===== config.mk =====
export PLATFORM = sky130hd
export DESIGN_NAME = ppc_power_ctrl_regs
export DESIGN_NICKNAME = d
export VERILOG_FILES = /design/src/ppc_path_decode.v /design/src/ppc_power_ctrl_regs.v
export VERILOG_INCLUDE_DIRS = /design/src
export SDC_FILE = /design/constraint.sdc
export NUM_CORES = 1
export LEC_CHECK = 0
export BUFFER_PORTS_ARGS = -buffer_cell sky130_fd_sc_hd__buf_2
export CORE_MARGIN = 2
export CORE_UTILIZATION = 50
export DETAILED_ROUTE_END_ITERATION = 8
export PLACE_DENSITY_LB_ADDON = 0.25
export SYNTH_ARGS = -nofsm -noshare
export SYNTH_HDL_FRONTEND = slang
export SYNTH_SLANG_ARGS = --single-unit
export TNS_END_PERCENT = 5

===== constraint.sdc =====
create_clock -name clk_sys -period 2.55 [get_ports clk_sys]
set_clock_uncertainty 0.2 [all_clocks]
set_input_delay 0 -clock clk_sys [delete_from_list [all_inputs] [get_ports clk_sys]]
set_output_delay 0 -clock clk_sys [all_outputs]
set_load 0.01 [all_outputs]

===== src/ppc_regs.vh =====
// register offsets, field positions and reset values of the playback power control bank
`ifndef PPC_REGS_VH
`define PPC_REGS_VH
// ---------------------------------------------------------------
// page select and offsets
// ---------------------------------------------------------------
`define PPC_PAGE_SEL_ADDR 8'h00
`define PPC_BOOK_SEL_ADDR 8'h7f
`define PPC_PAGE_SEL_RST 8'h00
`define PPC_BOOK_SEL_RST 8'h00
`define PPC_POWER_MODE_CONTROL_ADDR 8'h02
`define PPC_PLAYBACK_SOURCE_LEVEL_ADDR 8'h03
`define PPC_HIGHPASS_CORNER_SELECT_ADDR 8'h04
`define PPC_PCM_VOLUME_CONTROL_ADDR 8'h05
// ---------------------------------------------------------------
// reset values
// ---------------------------------------------------------------
`define PPC_POWER_MODE_CONTROL_RST 8'h0e
`define PPC_PLAYBACK_SOURCE_LEVEL_RST 8'h10
`define PPC_HIGHPASS_CORNER_SELECT_RST 8'h01
`define PPC_PCM_VOLUME_CONTROL_RST 8'h00
// ---------------------------------------------------------------
// field positions
// ---------------------------------------------------------------
`define PPC_MODE_LSB 0
`define PPC_MODE_MSB 1
`define PPC_VSNS_BIT 2
`define PPC_ISNS_BIT 3
`define PPC_LEVEL_LSB 0
`define PPC_LEVEL_MSB 4
`define PPC_ORIGIN_BIT 5
`define PPC_PDM_ORIGIN_BIT 6
`define PPC_PIN_ASSIGN_BIT 7
`define PPC_HPF_LSB 0
`define PPC_HPF_MSB 2
// ---------------------------------------------------------------
// codes
// ---------------------------------------------------------------
`define PPC_MODE_ACTIVE 2'h0
`define PPC_MODE_MUTE 2'h1
`define PPC_MODE_SHUTDOWN 2'h2
`define PPC_LEVEL_MAX 5'h14
`define PPC_HPF_BYPASS 3'h0
`define PPC_HPF_RESERVED 3'h7
`define PPC_VOL_MAX_ATTEN 8'hc8
`endif


===== src/ppc_path_decode.v =====
// playback path decoding from the stored control fields
`timescale 1ns/1ps
`include "ppc_regs.vh"
module ppc_path_decode (
  // clock and control
  input wire clk_sys,
  input wire reset,
  input wire clk_en,
  // stored fields
  input wire [1:0] mode,
  input wire pin_assign,
  input wire origin,
  input wire [4:0] level,
  input wire [2:0] hpf,
  input wire [7:0] pcm_vol,
  // decoded controls
  output reg amp_active,
  output reg amp_mute,
  output reg amp_shutdown,
  output reg pdm_in_playback,
  output reg pdm_in_sensor,
  output reg path_is_pdm,
  output reg [4:0] amp_level,
  output reg hpf_enable,
  output reg [2:0] hpf_corner,
  output reg pcm_vol_mute,
  output reg [7:0] pcm_atten
);
  // ---------------------------------------------------------------
  // registered decode
  // ---------------------------------------------------------------
  always @(posedge clk_sys) begin
    if (reset) begin
      amp_active <= 1'b0;
      amp_mute <= 1'b0;
      amp_shutdown <= 1'b1;
      pdm_in_playback <= 1'b0;
      pdm_in_sensor <= 1'b1;
      path_is_pdm <= 1'b0;
      amp_level <= 5'h10;
      hpf_enable <= 1'b1;
      hpf_corner <= 3'h1;
      pcm_vol_mute <= 1'b0;
      pcm_atten <= 8'h00;
    end else if (clk_en) begin
      // reserved mode code treated as shutdown
      amp_active <= (mode == `PPC_MODE_ACTIVE);
      amp_mute <= (mode == `PPC_MODE_MUTE);
      amp_shutdown <= (mode != `PPC_MODE_ACTIVE) && (mode != `PPC_MODE_MUTE);
      pdm_in_playback <= pin_assign;
      pdm_in_sensor <= ~pin_assign;
      path_is_pdm <= origin;
      // reserved level codes clamp to the top step
      amp_level <= (level > `PPC_LEVEL_MAX) ? `PPC_LEVEL_MAX : level;
      // filter only on pcm path, reserved code bypasses
      hpf_enable <= ~origin && (hpf != `PPC_HPF_BYPASS) && (hpf != `PPC_HPF_RESERVED);
      hpf_corner <= hpf;
      // volume only on pcm path
      pcm_vol_mute <= ~origin && (pcm_vol > `PPC_VOL_MAX_ATTEN);
      pcm_atten <= origin ? 8'h00 : pcm_vol;
    end
  end
endmodule // ppc_path_decode


===== src/ppc_power_ctrl_regs.v =====
// control register bank for amplifier mode, source, level, filter and pcm volume
// Contract
// - mode 00 active, 01 mute, 10 shutdown
// - current sense powered down when bit set
// - voltage sense powered down when bit set
// - pin assign bit: sensor 0, playback 1
// - pdm playback takes pin chosen by assign
// - source bit selects pcm 0, pdm 1
// - five-bit output level, reset 10h
// - three-bit highpass corner, reset 001b
// - highpass filter acts on pcm only
// - pcm volume, C9h upward mutes
// - pcm volume applies to pcm only
// - bank visible only in book 0, page 0
`timescale 1ns/1ps
`include "ppc_regs.vh"
module ppc_power_ctrl_regs (
  // clock and reset
  input wire clk_sys,
  input wire reset,
  input wire clk_en,
  // control port register access
  input wire [7:0] reg_addr,
  input wire reg_wr,
  input wire reg_rd,
  input wire [7:0] reg_wdata,
  output reg [7:0] reg_rdata,
  output reg reg_hit,
  // sense power
  output wire current_sense_powerdown,
  output wire voltage_sense_powerdown,
  // decoded playback controls
  output wire amp_active,
  output wire amp_mute,
  output wire amp_shutdown,
  output wire first_pdm_data_in_playback,
  output wire first_pdm_data_in_sensor,
  output wire path_is_pdm,
  output wire [4:0] amp_level,
  output wire hpf_enable,
  output wire [2:0] highpass_corner,
  output wire pcm_vol_mute,
  output wire [7:0] pcm_atten
);
  // ---------------------------------------------------------------
  // storage
  // ---------------------------------------------------------------
  reg [7:0] page_sel_r;
  reg [7:0] book_sel_r;
  reg [7:0] power_mode_control_r;
  reg [7:0] playback_source_level_r;
  reg [7:0] highpass_corner_select_r;
  reg [7:0] pcm_volume_control_r;
  wire bank_sel;
  reg [7:0] rdata_nxt;
  reg hit_nxt;

  // bank addressable only in book 0 page 0
  assign bank_sel = (book_sel_r == 8'h00) && (page_sel_r == 8'h00);

  // ---------------------------------------------------------------
  // register writes
  // ---------------------------------------------------------------
  always @(posedge clk_sys) begin
    if (reset) begin
      page_sel_r <= `PPC_PAGE_SEL_RST;
      book_sel_r <= `PPC_BOOK_SEL_RST;
      power_mode_control_r <= `PPC_POWER_MODE_CONTROL_RST;
      playback_source_level_r <= `PPC_PLAYBACK_SOURCE_LEVEL_RST;
      highpass_corner_select_r <= `PPC_HIGHPASS_CORNER_SELECT_RST;
      pcm_volume_control_r <= `PPC_PCM_VOLUME_CONTROL_RST;
    end else if (clk_en && reg_wr) begin
      // page and book selectors live on every page
      if (reg_addr == `PPC_PAGE_SEL_ADDR) begin
        page_sel_r <= reg_wdata;
      end
      if (reg_addr == `PPC_BOOK_SEL_ADDR) begin
        book_sel_r <= reg_wdata;
      end
      if (bank_sel) begin
        case (reg_addr)
          `PPC_POWER_MODE_CONTROL_ADDR: begin
            power_mode_control_r <= reg_wdata;
          end
          `PPC_PLAYBACK_SOURCE_LEVEL_ADDR: begin
            playback_source_level_r <= reg_wdata;
          end
          `PPC_HIGHPASS_CORNER_SELECT_ADDR: begin
            highpass_corner_select_r <= reg_wdata;
          end
          `PPC_PCM_VOLUME_CONTROL_ADDR: begin
            pcm_volume_control_r <= reg_wdata;
          end
          default: begin
          end
        endcase
      end
    end
  end

  // ---------------------------------------------------------------
  // read mux, all bits read back as written
  // ---------------------------------------------------------------
  always @* begin
    rdata_nxt = 8'h00;
    hit_nxt = 1'b1;
    if (reg_addr == `PPC_PAGE_SEL_ADDR) begin
      rdata_nxt = page_sel_r;
    end else if (reg_addr == `PPC_BOOK_SEL_ADDR) begin
      rdata_nxt = book_sel_r;
    end else if (!bank_sel) begin
      hit_nxt = 1'b0;
    end else begin
      case (reg_addr)
        `PPC_POWER_MODE_CONTROL_ADDR: rdata_nxt = power_mode_control_r;
        `PPC_PLAYBACK_SOURCE_LEVEL_ADDR: rdata_nxt = playback_source_level_r;
        `PPC_HIGHPASS_CORNER_SELECT_ADDR: rdata_nxt = highpass_corner_select_r;
        `PPC_PCM_VOLUME_CONTROL_ADDR: rdata_nxt = pcm_volume_control_r;
        default: hit_nxt = 1'b0;
      endcase
    end
  end

  // registered read data, one cycle after the strobe
  always @(posedge clk_sys) begin
    if (reset) begin
      reg_rdata <= 8'h00;
      reg_hit <= 1'b0;
    end else if (clk_en) begin
      reg_rdata <= reg_rd ? rdata_nxt : 8'h00;
      reg_hit <= (reg_rd || reg_wr) ? hit_nxt : 1'b0;
    end
  end

  // ---------------------------------------------------------------
  // sense power straight from stored bits
  // ---------------------------------------------------------------
  assign current_sense_powerdown = power_mode_control_r[`PPC_ISNS_BIT];
  assign voltage_sense_powerdown = power_mode_control_r[`PPC_VSNS_BIT];

  // pdm origin bit kept but not used: only the assigned pin feeds playback
  ppc_path_decode u_decode (
    .clk_sys(clk_sys),
    .reset(reset),
    .clk_en(clk_en),
    .mode(power_mode_control_r[`PPC_MODE_MSB:`PPC_MODE_LSB]),
    .pin_assign(playback_source_level_r[`PPC_PIN_ASSIGN_BIT]),
    .origin(playback_source_level_r[`PPC_ORIGIN_BIT]),
    .level(playback_source_level_r[`PPC_LEVEL_MSB:`PPC_LEVEL_LSB]),
    .hpf(highpass_corner_select_r[`PPC_HPF_MSB:`PPC_HPF_LSB]),
    .pcm_vol(pcm_volume_control_r),
    .amp_active(amp_active),
    .amp_mute(amp_mute),
    .amp_shutdown(amp_shutdown),
    .pdm_in_playback(first_pdm_data_in_playback),
    .pdm_in_sensor(first_pdm_data_in_sensor),
    .path_is_pdm(path_is_pdm),
    .amp_level(amp_level),
    .hpf_enable(hpf_enable),
    .hpf_corner(highpass_corner),
    .pcm_vol_mute(pcm_vol_mute),
    .pcm_atten(pcm_atten)
  );
endmodule // ppc_power_ctrl_regs


# Yosys cells after proc, flatten, opt, wreduce, memory -nomap -nowiden
# Index checks and enable logic that the tools add are counted.
# word_totals
inputBits	21
regBits	81
# classes
n_mux	12
eq_ne	8
bitwise	2
reduce_logical	20
magnitude_cmp	2
# ops
cell	n
2-to-1 mux 8 bit	5
one-hot mux 8 bit (4 select lines)	1
zero test 8 bit	3
== test 8 x 2 -> 1 bit, second input constant	2
== test 8 x 3 -> 1 bit, second input constant	2
AND reduction 3 bit	4
== test 8 x 7 -> 1 bit, second input constant	1
> comparator 8 bit, second input constant	1
logical AND 1 bit	6
> comparator 5 bit, second input constant	1
2-to-1 mux 1 bit	5
2-to-1 mux 5 bit	1
AND reduction 2 bit	2
OR reduction 4 bit	1
!= test 3 bit, second input constant	1
nonzero test 3 bit	1
== test 2 x 1 -> 1 bit, second input constant	1
zero test 2 bit	1
!= test 2 x 1 -> 1 bit, second input constant	1
inverter 1 bit	2
nonzero test 2 bit	1
logical OR 1 bit	1

# Longest topological paths before layout
# Gate-level depths: netlist (run 1).
# logic_depth
word_depth	7
depth_mapped	6

# Modules after synthesis
# From an unflattened synthesis (run 1), not the netlist that was laid out.
# hier_totals
cells_unflattened	403
area_unflattened_um2	3689.8
# by_module_without_submodules
module	area_each_um2	n_inst	cells_each	seq_area_each_um2
ppc_power_ctrl_regs	2762.6	1	301	1141.1
ppc_path_decode	927.1	1	102	480.5

# Least setup slack after synthesis (run 1)
# OpenSTA, ideal clock, no wires.
# synth_timing
path_kind	register to register
from	register page_sel_r[7]
to	register playback_source_level_r[5]
path_buffers	1
period_less_slack_ns	1.909
path_stages_with_launch	6
slack_ns	0.641
setup_ns	0.072
arrival_time_ns	1.638
path_cell_list	dfxtp_1 or4_4 nor4_4 and3_1 buf_4 mux2i_1
# synth_between
elab_chain_len	3
# synth_lines
item	line_no	rtl
start: declaration	ppc_power_ctrl_regs.v:48	reg [7:0] page_sel_r;
start signal: assignment	ppc_power_ctrl_regs.v:66	page_sel_r <= `PPC_PAGE_SEL_RST;
start signal: assignment	ppc_power_ctrl_regs.v:75	page_sel_r <= reg_wdata;
zero test 8 bit	ppc_power_ctrl_regs.v:59	assign bank_sel = (book_sel_r == 8'h00) && (page_sel_r == 8'h00);
logical AND 1 bit	ppc_power_ctrl_regs.v:59	
AND reduction 3 bit (no source line)	-	
end signal: assignment	ppc_power_ctrl_regs.v:69	playback_source_level_r <= `PPC_PLAYBACK_SOURCE_LEVEL_RST;
end signal: assignment	ppc_power_ctrl_regs.v:86	playback_source_level_r <= reg_wdata;
end: declaration	ppc_power_ctrl_regs.v:51	reg [7:0] playback_source_level_r;
# No other way between the ends.
# A chain may end at the register's enable or synchronous reset.

# Worst setup path after layout (run 1)
# layout_timing
from	input reg_wr
to	register book_sel_r[6]
# layout_between
elab_chain_len	2
# layout_lines
item	line_no	rtl
start: declaration	ppc_power_ctrl_regs.v:24	input wire reg_wr,
logical AND 1 bit	ppc_power_ctrl_regs.v:72	end else if (clk_en && reg_wr) begin
AND reduction 2 bit (no source line)	-	
end signal: assignment	ppc_power_ctrl_regs.v:67	book_sel_r <= `PPC_BOOK_SEL_RST;
end signal: assignment	ppc_power_ctrl_regs.v:78	book_sel_r <= reg_wdata;
end: declaration	ppc_power_ctrl_regs.v:49	reg [7:0] book_sel_r;
# No other way between the ends.

==> results of run 1 <==
## kinds of logic (layout without fill, tap and decap cells)
kind of cell / after synthesis / in the layout / synth area share [%]
mux: 69 / 69 / 18.5
compound gates: 58 / 58 / 11.4
simple gates: 154 / 154 / 23.3
flops: 81 / 81 / 43.4
buf+inv: 32 / 108 / 3.45
## placed cells by master, fill, tap and decap left out, drive strengths merged, types with 9 or more instances in the layout
cell         instances
buf                 64
nand2                9
nand2b              38
dlygate4sd3         19
nand3               17
clkbuf              11
nor2b               14
inv                  9
nor2                52
dfxtp               81
a211oi              17
mux2i               69
## area by class of cell
| type | count | area share, % |
|---|---|---|
| repair buffers | 84 | 12.1 |
| well taps | 99 | 2.76 |
| clock buffers | 10 | 3.07 |
| multi-input cells | 281 | 44.5 |
| flip-flops and latches | 81 | 36.2 |
| inverters | 9 | 0.753 |
| clock inverters | 5 | 0.697 |
## layer usage
metal | part of all wire [%] | global-route usage [%] | wire length (um)
met3 | 4.4 | 4.51 | 408
met5 | 0 | 0 | 0
met4 | 2.4 | 11.0 | 219
met1 | 46 | 30.8 | 4240
met2 | 47 | 38.6 | 4310
## synthesized netlist by cell type, types with 2 or more instances
master / n / area, um2
sky130_fd_sc_hd__dfxtp_1: 81 / 1620
sky130_fd_sc_hd__mux2i_1: 69 / 691
sky130_fd_sc_hd__nor2_1: 52 / 195
sky130_fd_sc_hd__nand2b_1: 38 / 238
sky130_fd_sc_hd__a211oi_1: 17 / 128
sky130_fd_sc_hd__clkbuf_1: 17 / 63.8
sky130_fd_sc_hd__nand3_1: 15 / 75.1
sky130_fd_sc_hd__nor2b_1: 14 / 87.6
sky130_fd_sc_hd__nand2_1: 9 / 33.8
sky130_fd_sc_hd__a31oi_1: 8 / 50.1
sky130_fd_sc_hd__inv_1: 8 / 30.0
sky130_fd_sc_hd__o22ai_1: 8 / 50.1
sky130_fd_sc_hd__a22oi_1: 7 / 52.6
sky130_fd_sc_hd__a21oi_1: 5 / 25.0
sky130_fd_sc_hd__and3_1: 4 / 25.0
sky130_fd_sc_hd__buf_2: 4 / 20.0
sky130_fd_sc_hd__a211o_1: 3 / 26.3
sky130_fd_sc_hd__nor3_1: 3 / 15.0
sky130_fd_sc_hd__nor4_1: 3 / 18.8
sky130_fd_sc_hd__nor4_4: 3 / 63.8
sky130_fd_sc_hd__o21ai_0: 3 / 15.0
sky130_fd_sc_hd__a2bb2oi_1: 2 / 17.5
sky130_fd_sc_hd__nand3_2: 2 / 20.0
sky130_fd_sc_hd__or3_1: 2 / 12.5
sky130_fd_sc_hd__or4_4: 2 / 22.5
## power by group through the flow
| stage | Sequential [mW] | Combinational [mW] | Clock (mW) |
|---|---|---|---|
| floorplan | 1.30 | 0.0961 | 0 |
| global placement | 1.30 | 0.162 | 0 |
| detailed placement | 1.30 | 0.164 | 0 |
| CTS | 1.27 | 0.181 | 0.858 |
| global route | 1.27 | 0.200 | 0.922 |
| finish | 1.27 | 0.184 | 0.848 |
## sequential cells by signal, indices dropped and copies added (netlist names)
signal	flops
u_decode.pcm_atten	8
u_decode.amp_level	5
highpass_corner_select_r	8
reg_hit	1
u_decode.hpf_corner	3
page_sel_r	8
u_decode.pdm_in_playback	1
u_decode.amp_shutdown	1
power_mode_control_r	8
u_decode.amp_active	1
book_sel_r	8
u_decode.pcm_vol_mute	1
u_decode.amp_mute	1
pcm_volume_control_r	8
u_decode.pdm_in_sensor	1
reg_rdata	8
u_decode.path_is_pdm	1
u_decode.hpf_enable	1
playback_source_level_r	8
## how the worst max path moves through the flow
stage / endpoint / depth (start not counted) / start / slack, ns
finish: book_sel_r[6]$_SDFFE_PP0P_ / 8 / reg_wr / 0.15
global route: book_sel_r[6]$_SDFFE_PP0P_ / 8 / reg_wr / 0.05
CTS: book_sel_r[6]$_SDFFE_PP0P_ / 8 / reg_wr / 0.07
detailed placement: playback_source_level_r[3]$_SDFFE_PP0P_ / 4 / page_sel_r[7]$_SDFFE_PP0P_ / 0.39
global placement: playback_source_level_r[2]$_SDFFE_PP0P_ / 4 / page_sel_r[7]$_SDFFE_PP0P_ / 0.49
floorplan: playback_source_level_r[5]$_SDFFE_PP0P_ / 5 / page_sel_r[7]$_SDFFE_PP0P_ / 0.64
## worst max-delay path, cell delays in order
cell,delay [ns]
sky130_fd_sc_hd__dlygate4sd3_1,0.53
sky130_fd_sc_hd__buf_2,0.18
sky130_fd_sc_hd__nand2_1,0.10
sky130_fd_sc_hd__nor3_4,0.25
sky130_fd_sc_hd__mux2i_1,0.22
sky130_fd_sc_hd__dlygate4sd3_1,0.56
sky130_fd_sc_hd__nor2_1,0.04
sky130_fd_sc_hd__dlygate4sd3_1,0.58
## through the flow
stage	instances	hold WS [ns]	power, mW	util, %	setup WS [ns]
floorplan	394	-0.0561	1.40	-	0.641
global placement	535	0.0870	1.46	56.8	0.492
detailed placement	535	0.0968	1.47	56.8	0.386
CTS	569	0.00246	2.31	61.7	0.0683
global route	569	0.0328	2.39	61.8	0.0524
finish	569	0.00673	2.30	61.8	0.154
## what timing repair did
item / in CTS / in global routing
setup endpoints to repair: 0 / 1
hold buffers: 19 / 0
resized for setup: 0 / 2
hold endpoints to repair: 60 / 0
==> flow_results.org, run 1 <==
** Timing
- The number of hold violations in the final report was 0.
- Final Critical Period :: 2.40 ns
- Setup repair after global routing left no endpoint under its margin.
- Setup violations remaining at the end of the flow were counted as 0.
- Max_slew headroom :: 48.5%
- The max-slew violation total from the final report came to 0.
- For the final routed database, the setup TNS stands at 0 ns.
- Slew at the pin closest to its max-slew limit :: 0.773 ns
- After layout, the worst path uses 93.9% of the clock period.
- For this run, the top clock speed supported by timing is 417 MHz.

** Layout
- Number of nets in the layout :: 487
- The finished cells cover 0.00449 mm2.
- Area growth from synthesis to layout :: 20.0%
- Share of final-layout standard cells stronger than drive strength 1 :: 19.4%
- Fill cells in the final layout number 635.
- Storage element area :: 0.00162 mm2
- Diodes inserted :: 0
- Multi-input logic area :: 0.00199 mm2

** Place
- Summing all placed instances gives a cell area of 0.00412 mm2.
- Global placement routability congestion :: 0.879
- The wire-length estimate of the detail-placed layout is 6390 um.
- Count of input and output buffers :: 55

** Power and ir drop
- Registers are responsible for 55.2% of the overall power.
- The clock network burns 36.8% of the power.
- In this run the static leakage power is 1.89 nW.
- Max VDD drop :: 0.000253 V
- Switching fraction of total power :: 25.5%
- Internal power summed over all cells :: 1.71 mW
- Power Density :: 513 mW/mm2
- The share of total power dissipated in combinational logic is 8.0%.
- Reported net switching power :: 588 uW

** Yosys
- Avg Synthesized Cell Area :: 9.49 um2
- Net count after synthesis :: 415
- After synthesis the netlist holds a flip-flop and latch count of 81.
- Seq/Total Area, Yosys :: 43.4%
- Predominant post-synthesis flop cell :: sky130_fd_sc_hd__dfxtp_1
- The cell area that synthesis handed to floorplanning was 0.00374 mm2.
- Number of enable flip-flop cells after synthesis :: 0
- Count of different cell masters after synthesis :: 40
- Of all flip-flops after synthesis, the portion carrying an async set or reset was 0%.
- During synthesis, Yosys emitted a total of 0 warnings.
- Mapped Cells :: 394

** Worst setup path
- Arrival time at the worst endpoint :: 2.45 ns
- Across all register-to-register paths, the minimum setup slack is 0.35 ns.
- Largest driver fanout on the critical path :: 5
- Worst setup path class :: in2reg
- Type of origin of the critical path :: input pin
- WP data required :: 2.60 ns
- Terminus of the critical flop-to-flop path :: playback_source_level_r[3]$_SDFFE_PP0P_
- Launching point of the worst reg2reg path :: page_sel_r[7]$_SDFFE_PP0P_
- STA classifies the critical path endpoint as a flop.
- Worst R2R Path Depth :: 4

** Status
- Result of the run :: finished clean

** Floorplanning
- The die covers 0.00818 mm2.
- Die width :: 90.5 um
- 56 I/O pins were placed.
- The floorplan step defined a core boundary enclosing 0.00725 mm2.
- Std cell rows :: 31
- For this configuration, the core starts out at a cell density of 51.5%.
- Die Span Y :: 90.5 um

** Worst hold path
- In this run the most critical hold path is launched from reg_addr[5].
- The worst hold path terminates at playback_source_level_r[7]$_SDFFE_PP0P_.
- The path class of the tightest hold or removal check is in2reg.
- Cell depth of the worst hold path :: 4

** Global route
- The number of antenna violations at the first check in global routing is 0.
- Entering global routing, the biggest net connects 50 pins.
- The total overflow left after global routing is 0.
- Global-route wire length before repair :: 15600 um
- Global routing consumed, over all layers together, 23.9% of the routing resources.
- The via count of the first global-routing pass came to 3103.

** Drt
- In this run, the number of DRC markers left after iteration 0 of detailed routing was 181.
- After detailed routing, the number of vias per cell comes to 5.53.
- In the final routed layout, each cell accounts on average for 16.1 um.
- Number of vias after detailed routing :: 3148
- The first detailed-routing pass took 4 iterations.
- Wires add up to 9190 um.
- Antenna Violating Nets Remaining :: 0
- Number of design rule violations left after detail routing :: 0

** Run
- The tool flagged a number of max-cap violations equal to 0.

** Clocking
- The tree built by TritonCTS fans out to 81 sinks.
- The H-tree generated during clock tree synthesis spans 3 levels.
- Clock transition time at the flip-flop clock pins of the worst setup and hold paths :: 0.09 ns
- Worst-skew pair later-pin latency :: 0.36 ns
- Root Driver :: sky130_fd_sc_hd__clkbuf_8
- Buffers inserted by post-CTS timing repair :: 0
- Buffers inserted during clock tree synthesis total 9.
- TritonCTS built the clock tree.
- The clock passes through at most 2 buffers.
No activity file was read; power rests on OpenSTA's default activity.
==> run 2: changes to the inputs <==
ABC_AREA = 1   (was not set)
CORE_MARGIN = 4   (was 2)
==> flow_results.org, run 2 <==
** Status
- Result of the run :: finished clean

** Timing
- Final worst-path cycle share :: 87.6%
- Minimum setup slack in the final design :: 0.317 ns
- Max_slew headroom :: 65.9%
- Number of endpoints failing setup at the final stage :: 0
- For this run, the top clock speed supported by timing is 448 MHz.
- After routing, the total negative slack on setup checks comes to 0 ns.
- Setup repair after global routing left no endpoint under its margin.
- Counting I/O delays and the setup requirement, the final critical path takes 2.23 ns.
- Final slew viol count :: 0
- Slew at the pin closest to its max-slew limit :: 0.509 ns
- The number of hold violations in the final report came to 0.

** Layout
- Diodes inserted :: 0
- Final instance area :: 0.00427 mm2
- Number of nets in the layout :: 592
- Cells with a size suffix above 1 make up 18.8% of the layout.
- After filler insertion, the fill cell instance count of the layout stands at 669.
- Highest-count cells in the layout ignoring fill and taps :: sky130_fd_sc_hd__nand2_1, sky130_fd_sc_hd__dfxtp_1, sky130_fd_sc_hd__a21oi_1
- Compared with the post-synthesis result, the final layout area differs by 17.8%.
- Once layout is complete, the cells apart from fillers number 672.
- Leaving out fill and tap cells, the most frequent cell in the layout is sky130_fd_sc_hd__nand2_1.

** Run
- Max-cap violations :: 0

** Yosys
- Area share of the leading cell type in the synthesized netlist :: 44.7%
- Synth Register Bits :: 81
- Count of different cell masters after synthesis :: 27
- The Yosys step of the flow raised 0 warnings.
- The synthesized design spends more area on one cell type than any other, namely sky130_fd_sc_hd__dfxtp_1.
- Commonest cells post-synth :: sky130_fd_sc_hd__nand2_1, sky130_fd_sc_hd__dfxtp_1, sky130_fd_sc_hd__a21oi_1, sky130_fd_sc_hd__inv_1, sky130_fd_sc_hd__nand3_1
- Mapped Cells :: 510
- Counting flops with an async set or reset pin after synthesis yields a share of 0%.
- Top post-synthesis cells by area :: sky130_fd_sc_hd__dfxtp_1, sky130_fd_sc_hd__nand2_1, sky130_fd_sc_hd__a21oi_1, sky130_fd_sc_hd__nand3_1, sky130_fd_sc_hd__o21ai_0
- Avg Synthesized Cell Area :: 7.11 um2
- Seq/Total Area, Yosys :: 44.7%
- The cell area that synthesis handed to floorplanning was 0.00363 mm2.
- Predominant post-synthesis flop cell :: sky130_fd_sc_hd__dfxtp_1
- Most common cell in the netlist :: sky130_fd_sc_hd__nand2_1
- Net count after synthesis :: 531
- Number of enable flip-flop cells after synthesis :: 0

** Drt
- Drt wl/cell :: 14.6 um
- Antenna Violating Nets Remaining :: 0
- For this run, design rule violations remaining after detail routing come to 0.
- Total detailed-routing wirelength :: 9780 um
- Across all layers, the routed design uses 3524 vias.
- For this block, the initial DRC count from the detailed router was 240.
- The pre-antenna-repair detailed-routing pass consisted of 6 iterations.
- Via-per-instance ratio :: 5.24

** Worst setup path
- Type of element capturing the critical path :: flop
- The worst register-to-register path has a depth of 11.
- Terminus of the critical flop-to-flop path :: playback_source_level_r[3]$_SDFFE_PP0P_
- STA puts the critical path data arrival time at 2.28 ns.
- The worst setup path is launched from an input pin.
- The critical path goes through dlygate4sd3_1 -> buf_2 -> nand2_1 -> inv_2 -> nand2_4 -> nor2_4 -> inv_2 -> nand2_1 -> a21oi_1 -> dlygate4sd3_1.
- Worst reg-to-reg setup slack :: 0.32 ns
- Launching point of the worst reg2reg path :: book_sel_r[5]$_SDFFE_PP0P_
- Worst setup path class :: in2reg
- Slowest Stage Delay on Critical Path :: 0.57 ns
- Largest driver fanout on the critical path :: 18
- For this design, the slowest cell found on the critical path is sky130_fd_sc_hd__dlygate4sd3_1.
- At the worst endpoint, the required time is 2.60 ns.

** Power and ir drop
- Across the VDD grid, the largest voltage drop is 0.000348 V.
- The clock network accounts for 40.3% of the total power.
- The share of total power dissipated in sequential elements is 53.0%.
- For this design the static power due to leakage is 1.88 nW.
- Power Density :: 564 mW/mm2
- After layout, the design draws a total of 2.41 mW.
- Reported net switching power :: 579 uW
- In this run switching power makes up 24.0% of total power.
- Cell internal power was estimated by the tool at 1.83 mW.
- Logic pwr share :: 6.7%

** Clocking
- TritonCTS built the clock tree.
- Gates resized during post-CTS repair numbered 0.
- After clock tree synthesis, the clock-pin slew on the worst setup and hold paths is 0.08 ns.
- After clock tree synthesis, the flow added hold-fix buffers numbering 13.
- The number of clock buffers added by TritonCTS is 9.
- The later pin in the worst-skew pair is clocked with a latency of 0.35 ns.
- Root Driver :: sky130_fd_sc_hd__clkbuf_8
- Sinks on Clock Net :: 81
- CTS built an H-tree with a depth of 3.
- Buffers inserted by post-CTS timing repair :: 0
- Clock Path Buffers :: 2

** Floorplanning
- Full die area :: 0.00868 mm2
- Die width :: 93.2 um
- During I/O placement, the number of pins put on the boundary was 56.
- Die Span Y :: 93.2 um
- Effective utilization at floorplan :: 52.5%
- Std cell rows :: 30
- The core region is 0.00691 mm2.

** Global route
- Entering global routing, the biggest net connects 36 pins.
- Overflow after GRT :: 0
- The number of antenna violations at the first check in global routing was 0.
- The via count of the first global-routing pass was 3358.
- Global routing consumed, over all layers together, 23.8% of the routing resources.
- Global-route wire length before repair :: 15900 um

** Worst hold path
- The worst hold path passes through 5 cells.
- The tightest min-delay check is of the in2reg type.
- The startpoint identified for the worst hold timing path is reg_rd.
- For hold timing, the worst endpoint is reg_rdata[5]$_SDFFE_PP0P_.

** Place
- Count of input and output buffers :: 55
- Number of placed instances, taps included :: 643
- Routability-driven placement finished with a final weighted congestion of 0.960.
- Once detailed placement completed, the half-perimeter wirelength came to 7040 um.
- Before CTS, the worst setup slack after placement is 0.563 ns.
- Once placement finished, the instance area stood at 0.00394 mm2.
run 2: metrics by stage:
stage,utilization [%],hold WS (ns)
2_1_floorplan,-,-0.0736
3_3_place_gp,57.0,0.111
3_5_place_dp,57.0,0.127
4_1_cts,61.9,0.0218
5_1_grt,61.9,0.0817
6_report,61.9,0.0432
run 2: per-layer routing:
layer / wire [um] / track usage (%) / share of wire, % / vias to the layer above
met5: 0 / 0 / 0 / -
met4: 347 / 12.5 / 3.5 / 0
met3: 567 / 3.70 / 5.8 / 26
met2: 4700 / 39.8 / 48 / 111
met1: 4170 / 29.5 / 43 / 1603
li1: - / - / - / 1784
run 2: worst max path at each step:
stage,startpoint,to,slack (ns),depth (start not counted)
after CTS,book_sel_r[5]$_SDFFE_PP0P_,playback_source_level_r[3]$_SDFFE_PP0P_,0.33,11
after global routing,page_sel_r[1]$_SDFFE_PP0P_,playback_source_level_r[3]$_SDFFE_PP0P_,0.15,9
after floorplan,book_sel_r[5]$_SDFFE_PP0P_,power_mode_control_r[6]$_SDFFE_PP0P_,1.02,10
after detailed placement,book_sel_r[5]$_SDFFE_PP0P_,power_mode_control_r[0]$_SDFFE_PP0P_,0.56,10
final,clk_en,playback_source_level_r[3]$_SDFFE_PP0P_,0.32,10
after global placement,book_sel_r[5]$_SDFFE_PP0P_,power_mode_control_r[0]$_SDFFE_PP0P_,0.61,10
run 2: cell type report:
| class | instances | area (um2) | share of cell area, % |
|---|---|---|---|
| Clock buffer | 12 | 155 | 3.63 |
| Tap cell | 96 | 120 | 2.81 |
| Multi-Input combinational cell | 345 | 1660 | 38.8 |
| Clock inverter | 4 | 51.3 | 1.20 |
| Inverter | 62 | 233 | 5.44 |
| Sequential cell | 81 | 1620 | 37.9 |
| Timing Repair Buffer | 72 | 435 | 10.2 |
run 2: power groups by stage:
stage	combinational (mW)	sequential, mW	clock [mW]
2_1_floorplan	0.0836	1.31	0
5_1_grt	0.177	1.28	1.04
3_5_place_dp	0.147	1.31	0
4_1_cts	0.161	1.28	0.989
3_3_place_gp	0.146	1.31	0
6_report	0.162	1.28	0.972
run 2: critical path: cells and delay by family:
family          cells  cell delay (ns)
compound gates      1             0.05
buf+inv             5             1.66
simple gates        4             0.55
run 2: kinds of logic (layout without fill, tap and decap cells):
kind of cell / after synthesis / after routing / share of synthesized area (%)
compound gates: 134 / 134 / 19.8
flops: 81 / 81 / 44.7
buf+inv: 84 / 150 / 9.62
simple gates: 211 / 211 / 25.9
==> run 3: changes to the inputs <==
CORE_ASPECT_RATIO = 1.4   (was not set)
CORE_UTILIZATION = 40   (was 50)
==> flow_results.org, run 3 (same netlist as run 2, synthesis figures left out) <==
** Power and ir drop
- Power Density :: 612 mW/mm2
- P_leak :: 1.92 nW
- Switching fraction of total power :: 22.6%
- Internal power summed over all cells :: 2.07 mW
- Part of the power in registers :: 47.9%
- Per report_power, the combinational group accounts for 6.2% of the total.
- The clock network accounts for 45.9% of the total power.
- VDD sags by at most 0.000427 V.
- Reported net switching power :: 602 uW

** Floorplanning
- Core Box Area :: 0.00871 mm2
- In this run the vertical extent of the chip is 121 um.
- Number of top-level design ports :: 56
- Full die area :: 0.0107 mm2
- Die width :: 88.5 um
- Std cell rows :: 40
- Effective utilization at floorplan :: 41.7%

** Timing
- Maximum frequency from static timing analysis :: 538 MHz
- Slew at the pin closest to its max-slew limit :: 0.555 ns
- In this run the tightest slew margin relative to its limit is 63.0%.
- Setup repair after global routing left no endpoint under its margin.
- The max-slew violation total from the final report was 0.
- The smallest clock period supported by the final layout is computed as 1.86 ns.
- Setup TNS Final :: 0 ns
- Endpoints failing hold :: 0
- Minimum setup slack in the final design :: 0.693 ns
- Setup violations remaining at the end of the flow were counted as 0.
- After layout, the worst path uses 72.8% of the clock period.

** Worst setup path
- Data on the critical path is required at its endpoint by 2.59 ns.
- The startpoint identified for the worst register-to-register timing path is book_sel_r[0]$_SDFFE_PP0P_.
- Worst reg-to-reg setup slack :: 0.69 ns
- STA classifies the critical path startpoint as a flop.
- Data arrives at the worst endpoint at 1.90 ns.
- In this run the critical register-to-register path is captured at power_mode_control_r[4]$_SDFFE_PP0P_.
- Largest driver fanout on the critical path :: 7
- Measured in cells, the most critical reg-to-reg path has a length of 10.
- Worst setup path class :: reg2reg
- Type of element capturing the critical path :: flop

** Layout
- Leaving out fill and tap cells, the most frequent cells in the layout are sky130_fd_sc_hd__nand2_1, sky130_fd_sc_hd__dfxtp_1, sky130_fd_sc_hd__a21oi_1.
- Leading cell type in the layout, fill and taps excluded :: sky130_fd_sc_hd__nand2_1
- The number of antenna diodes in the final layout is 0.
- From synthesis to final layout, the design area changed by 20.1%.
- Cells with a size suffix above 1 make up 18.6% of the layout.
- Number of nets in the layout :: 593

** Status
- Result of the run :: finished clean

** Worst hold path
- The min-delay analysis places its worst path in the category in2reg.
- Hold Path End :: reg_rdata[2]$_SDFFE_PP0P_
- The worst hold path begins at reg_rd.
- Cell depth of the worst hold path :: 5

** Drt
- For this block, the initial DRC count from the detailed router was 198.
- Via-per-instance ratio :: 5.11
- The first detailed-routing pass took 5 iterations.
- In the final routed layout, each cell accounts on average for 14.9 um.
- After detailed routing, the number of remaining DRC violations is 0.
- Once detail routing completed, the nets flagged for antenna violations numbered 0.
- Number of vias after detailed routing :: 3469
- For this block, the routed nets add up to 10100 um of wire.

** Clocking
- Sinks on Clock Net :: 81
- Maximum level of the CTS H-tree :: 3
- The clock reaches the later pin of the worst-skew pair after 0.33 ns.
- Root Driver :: sky130_fd_sc_hd__clkbuf_16
- TritonCTS built the clock tree.
- In this run the deepest clock path goes through 2 buffers.
- After clock tree synthesis, the clock-pin slew on the worst setup and hold paths is 0.06 ns.
- Number of buffers created by CTS :: 9
- Number of cells upsized or downsized after cts :: 0

** Run
- Max-cap violations :: 0

** Place
- After legalization and detailed placement, the total HPWL measured 7240 um.
- Before CTS, the worst setup slack after placement is 0.598 ns.
- Count of input and output buffers :: 55
- Global placement routability congestion :: 0.897

** Global route
- Global-route wire length before repair :: 16600 um
- All-layer global routing usage :: 20.4%
- Largest net degree at the start of global routing :: 42
- Number of antenna violations at the first check in global routing :: 0
- Summed over all layers, the global routing overflow is 0.
- Via count of the first global-routing pass :: 3344
[run 3: power groups by stage]
stage                     sequential (mW)  combinational (mW)  clock [mW]
final                                1.28               0.164        1.22
after global routing                 1.28               0.182        1.30
after floorplan                      1.31              0.0836           0
after CTS                            1.28               0.165        1.25
after detailed placement             1.31               0.150           0
after global placement               1.31               0.149           0
[run 3: worst max path at each step]
stage,from,endpoint,cells after the start
floorplan,book_sel_r[5]$_SDFFE_PP0P_,power_mode_control_r[6]$_SDFFE_PP0P_,10
global placement,reg_addr[7],power_mode_control_r[4]$_SDFFE_PP0P_,9
detailed placement,reg_addr[5],power_mode_control_r[4]$_SDFFE_PP0P_,9
CTS,book_sel_r[0]$_SDFFE_PP0P_,power_mode_control_r[4]$_SDFFE_PP0P_,10
global route,book_sel_r[6]$_SDFFE_PP0P_,power_mode_control_r[0]$_SDFFE_PP0P_,10
finish,book_sel_r[0]$_SDFFE_PP0P_,power_mode_control_r[4]$_SDFFE_PP0P_,10
[run 3: worst max-delay path, stage by stage, from the launching register on]
cell and delay, ns:
sky130_fd_sc_hd__dfxtp_1 0.30, sky130_fd_sc_hd__inv_2 0.06, sky130_fd_sc_hd__nand2_1 0.05, sky130_fd_sc_hd__nor2_1 0.10, sky130_fd_sc_hd__nand2_1 0.11, sky130_fd_sc_hd__nor2_4 0.17
sky130_fd_sc_hd__nand2_4 0.11, sky130_fd_sc_hd__nor2_2 0.24, sky130_fd_sc_hd__buf_4 0.20, sky130_fd_sc_hd__nor2_1 0.04, sky130_fd_sc_hd__a211oi_1 0.17
[run 3: cell type report]
class	instances	area, um2
Clock buffer	9	225
Clock inverter	4	47.5
Fill cell	898	4350
Inverter	62	233
Multi-Input combinational cell	345	1660
Sequential cell	81	1620
Tap cell	105	131
Timing Repair Buffer	73	443
[run 3: per-stage QoR]
step	hold WS, ns	utilization [%]	instance area (um2)	power (mW)	cells
floorplan	-0.0736	-	3630	1.39	510
global placement	0.0984	45.4	3960	1.46	653
detailed placement	0.112	45.4	3960	1.46	653
CTS	0.0620	50.1	4360	2.69	679
global route	0.120	50.1	4360	2.77	679
finish	0.0670	50.1	4360	2.67	679
[run 3: what timing repair did]
item / in CTS / in global routing
hold buffers: 13 / 0
buffers inserted: 0 / 0
endpoints found under the hold margin: 55 / 0
[run 3: metal layers]
layer | GRT usage (%) | share of wire (%) | wire length (um) | vias to the layer above
li1 | - | - | - | 1780
met1 | 23.8 | 41 | 4150 | 1603
met2 | 35.7 | 52 | 5290 | 73
met3 | 3.48 | 3.8 | 387 | 13
met4 | 8.70 | 2.7 | 272 | 0
met5 | 0 | 0 | 0 | -
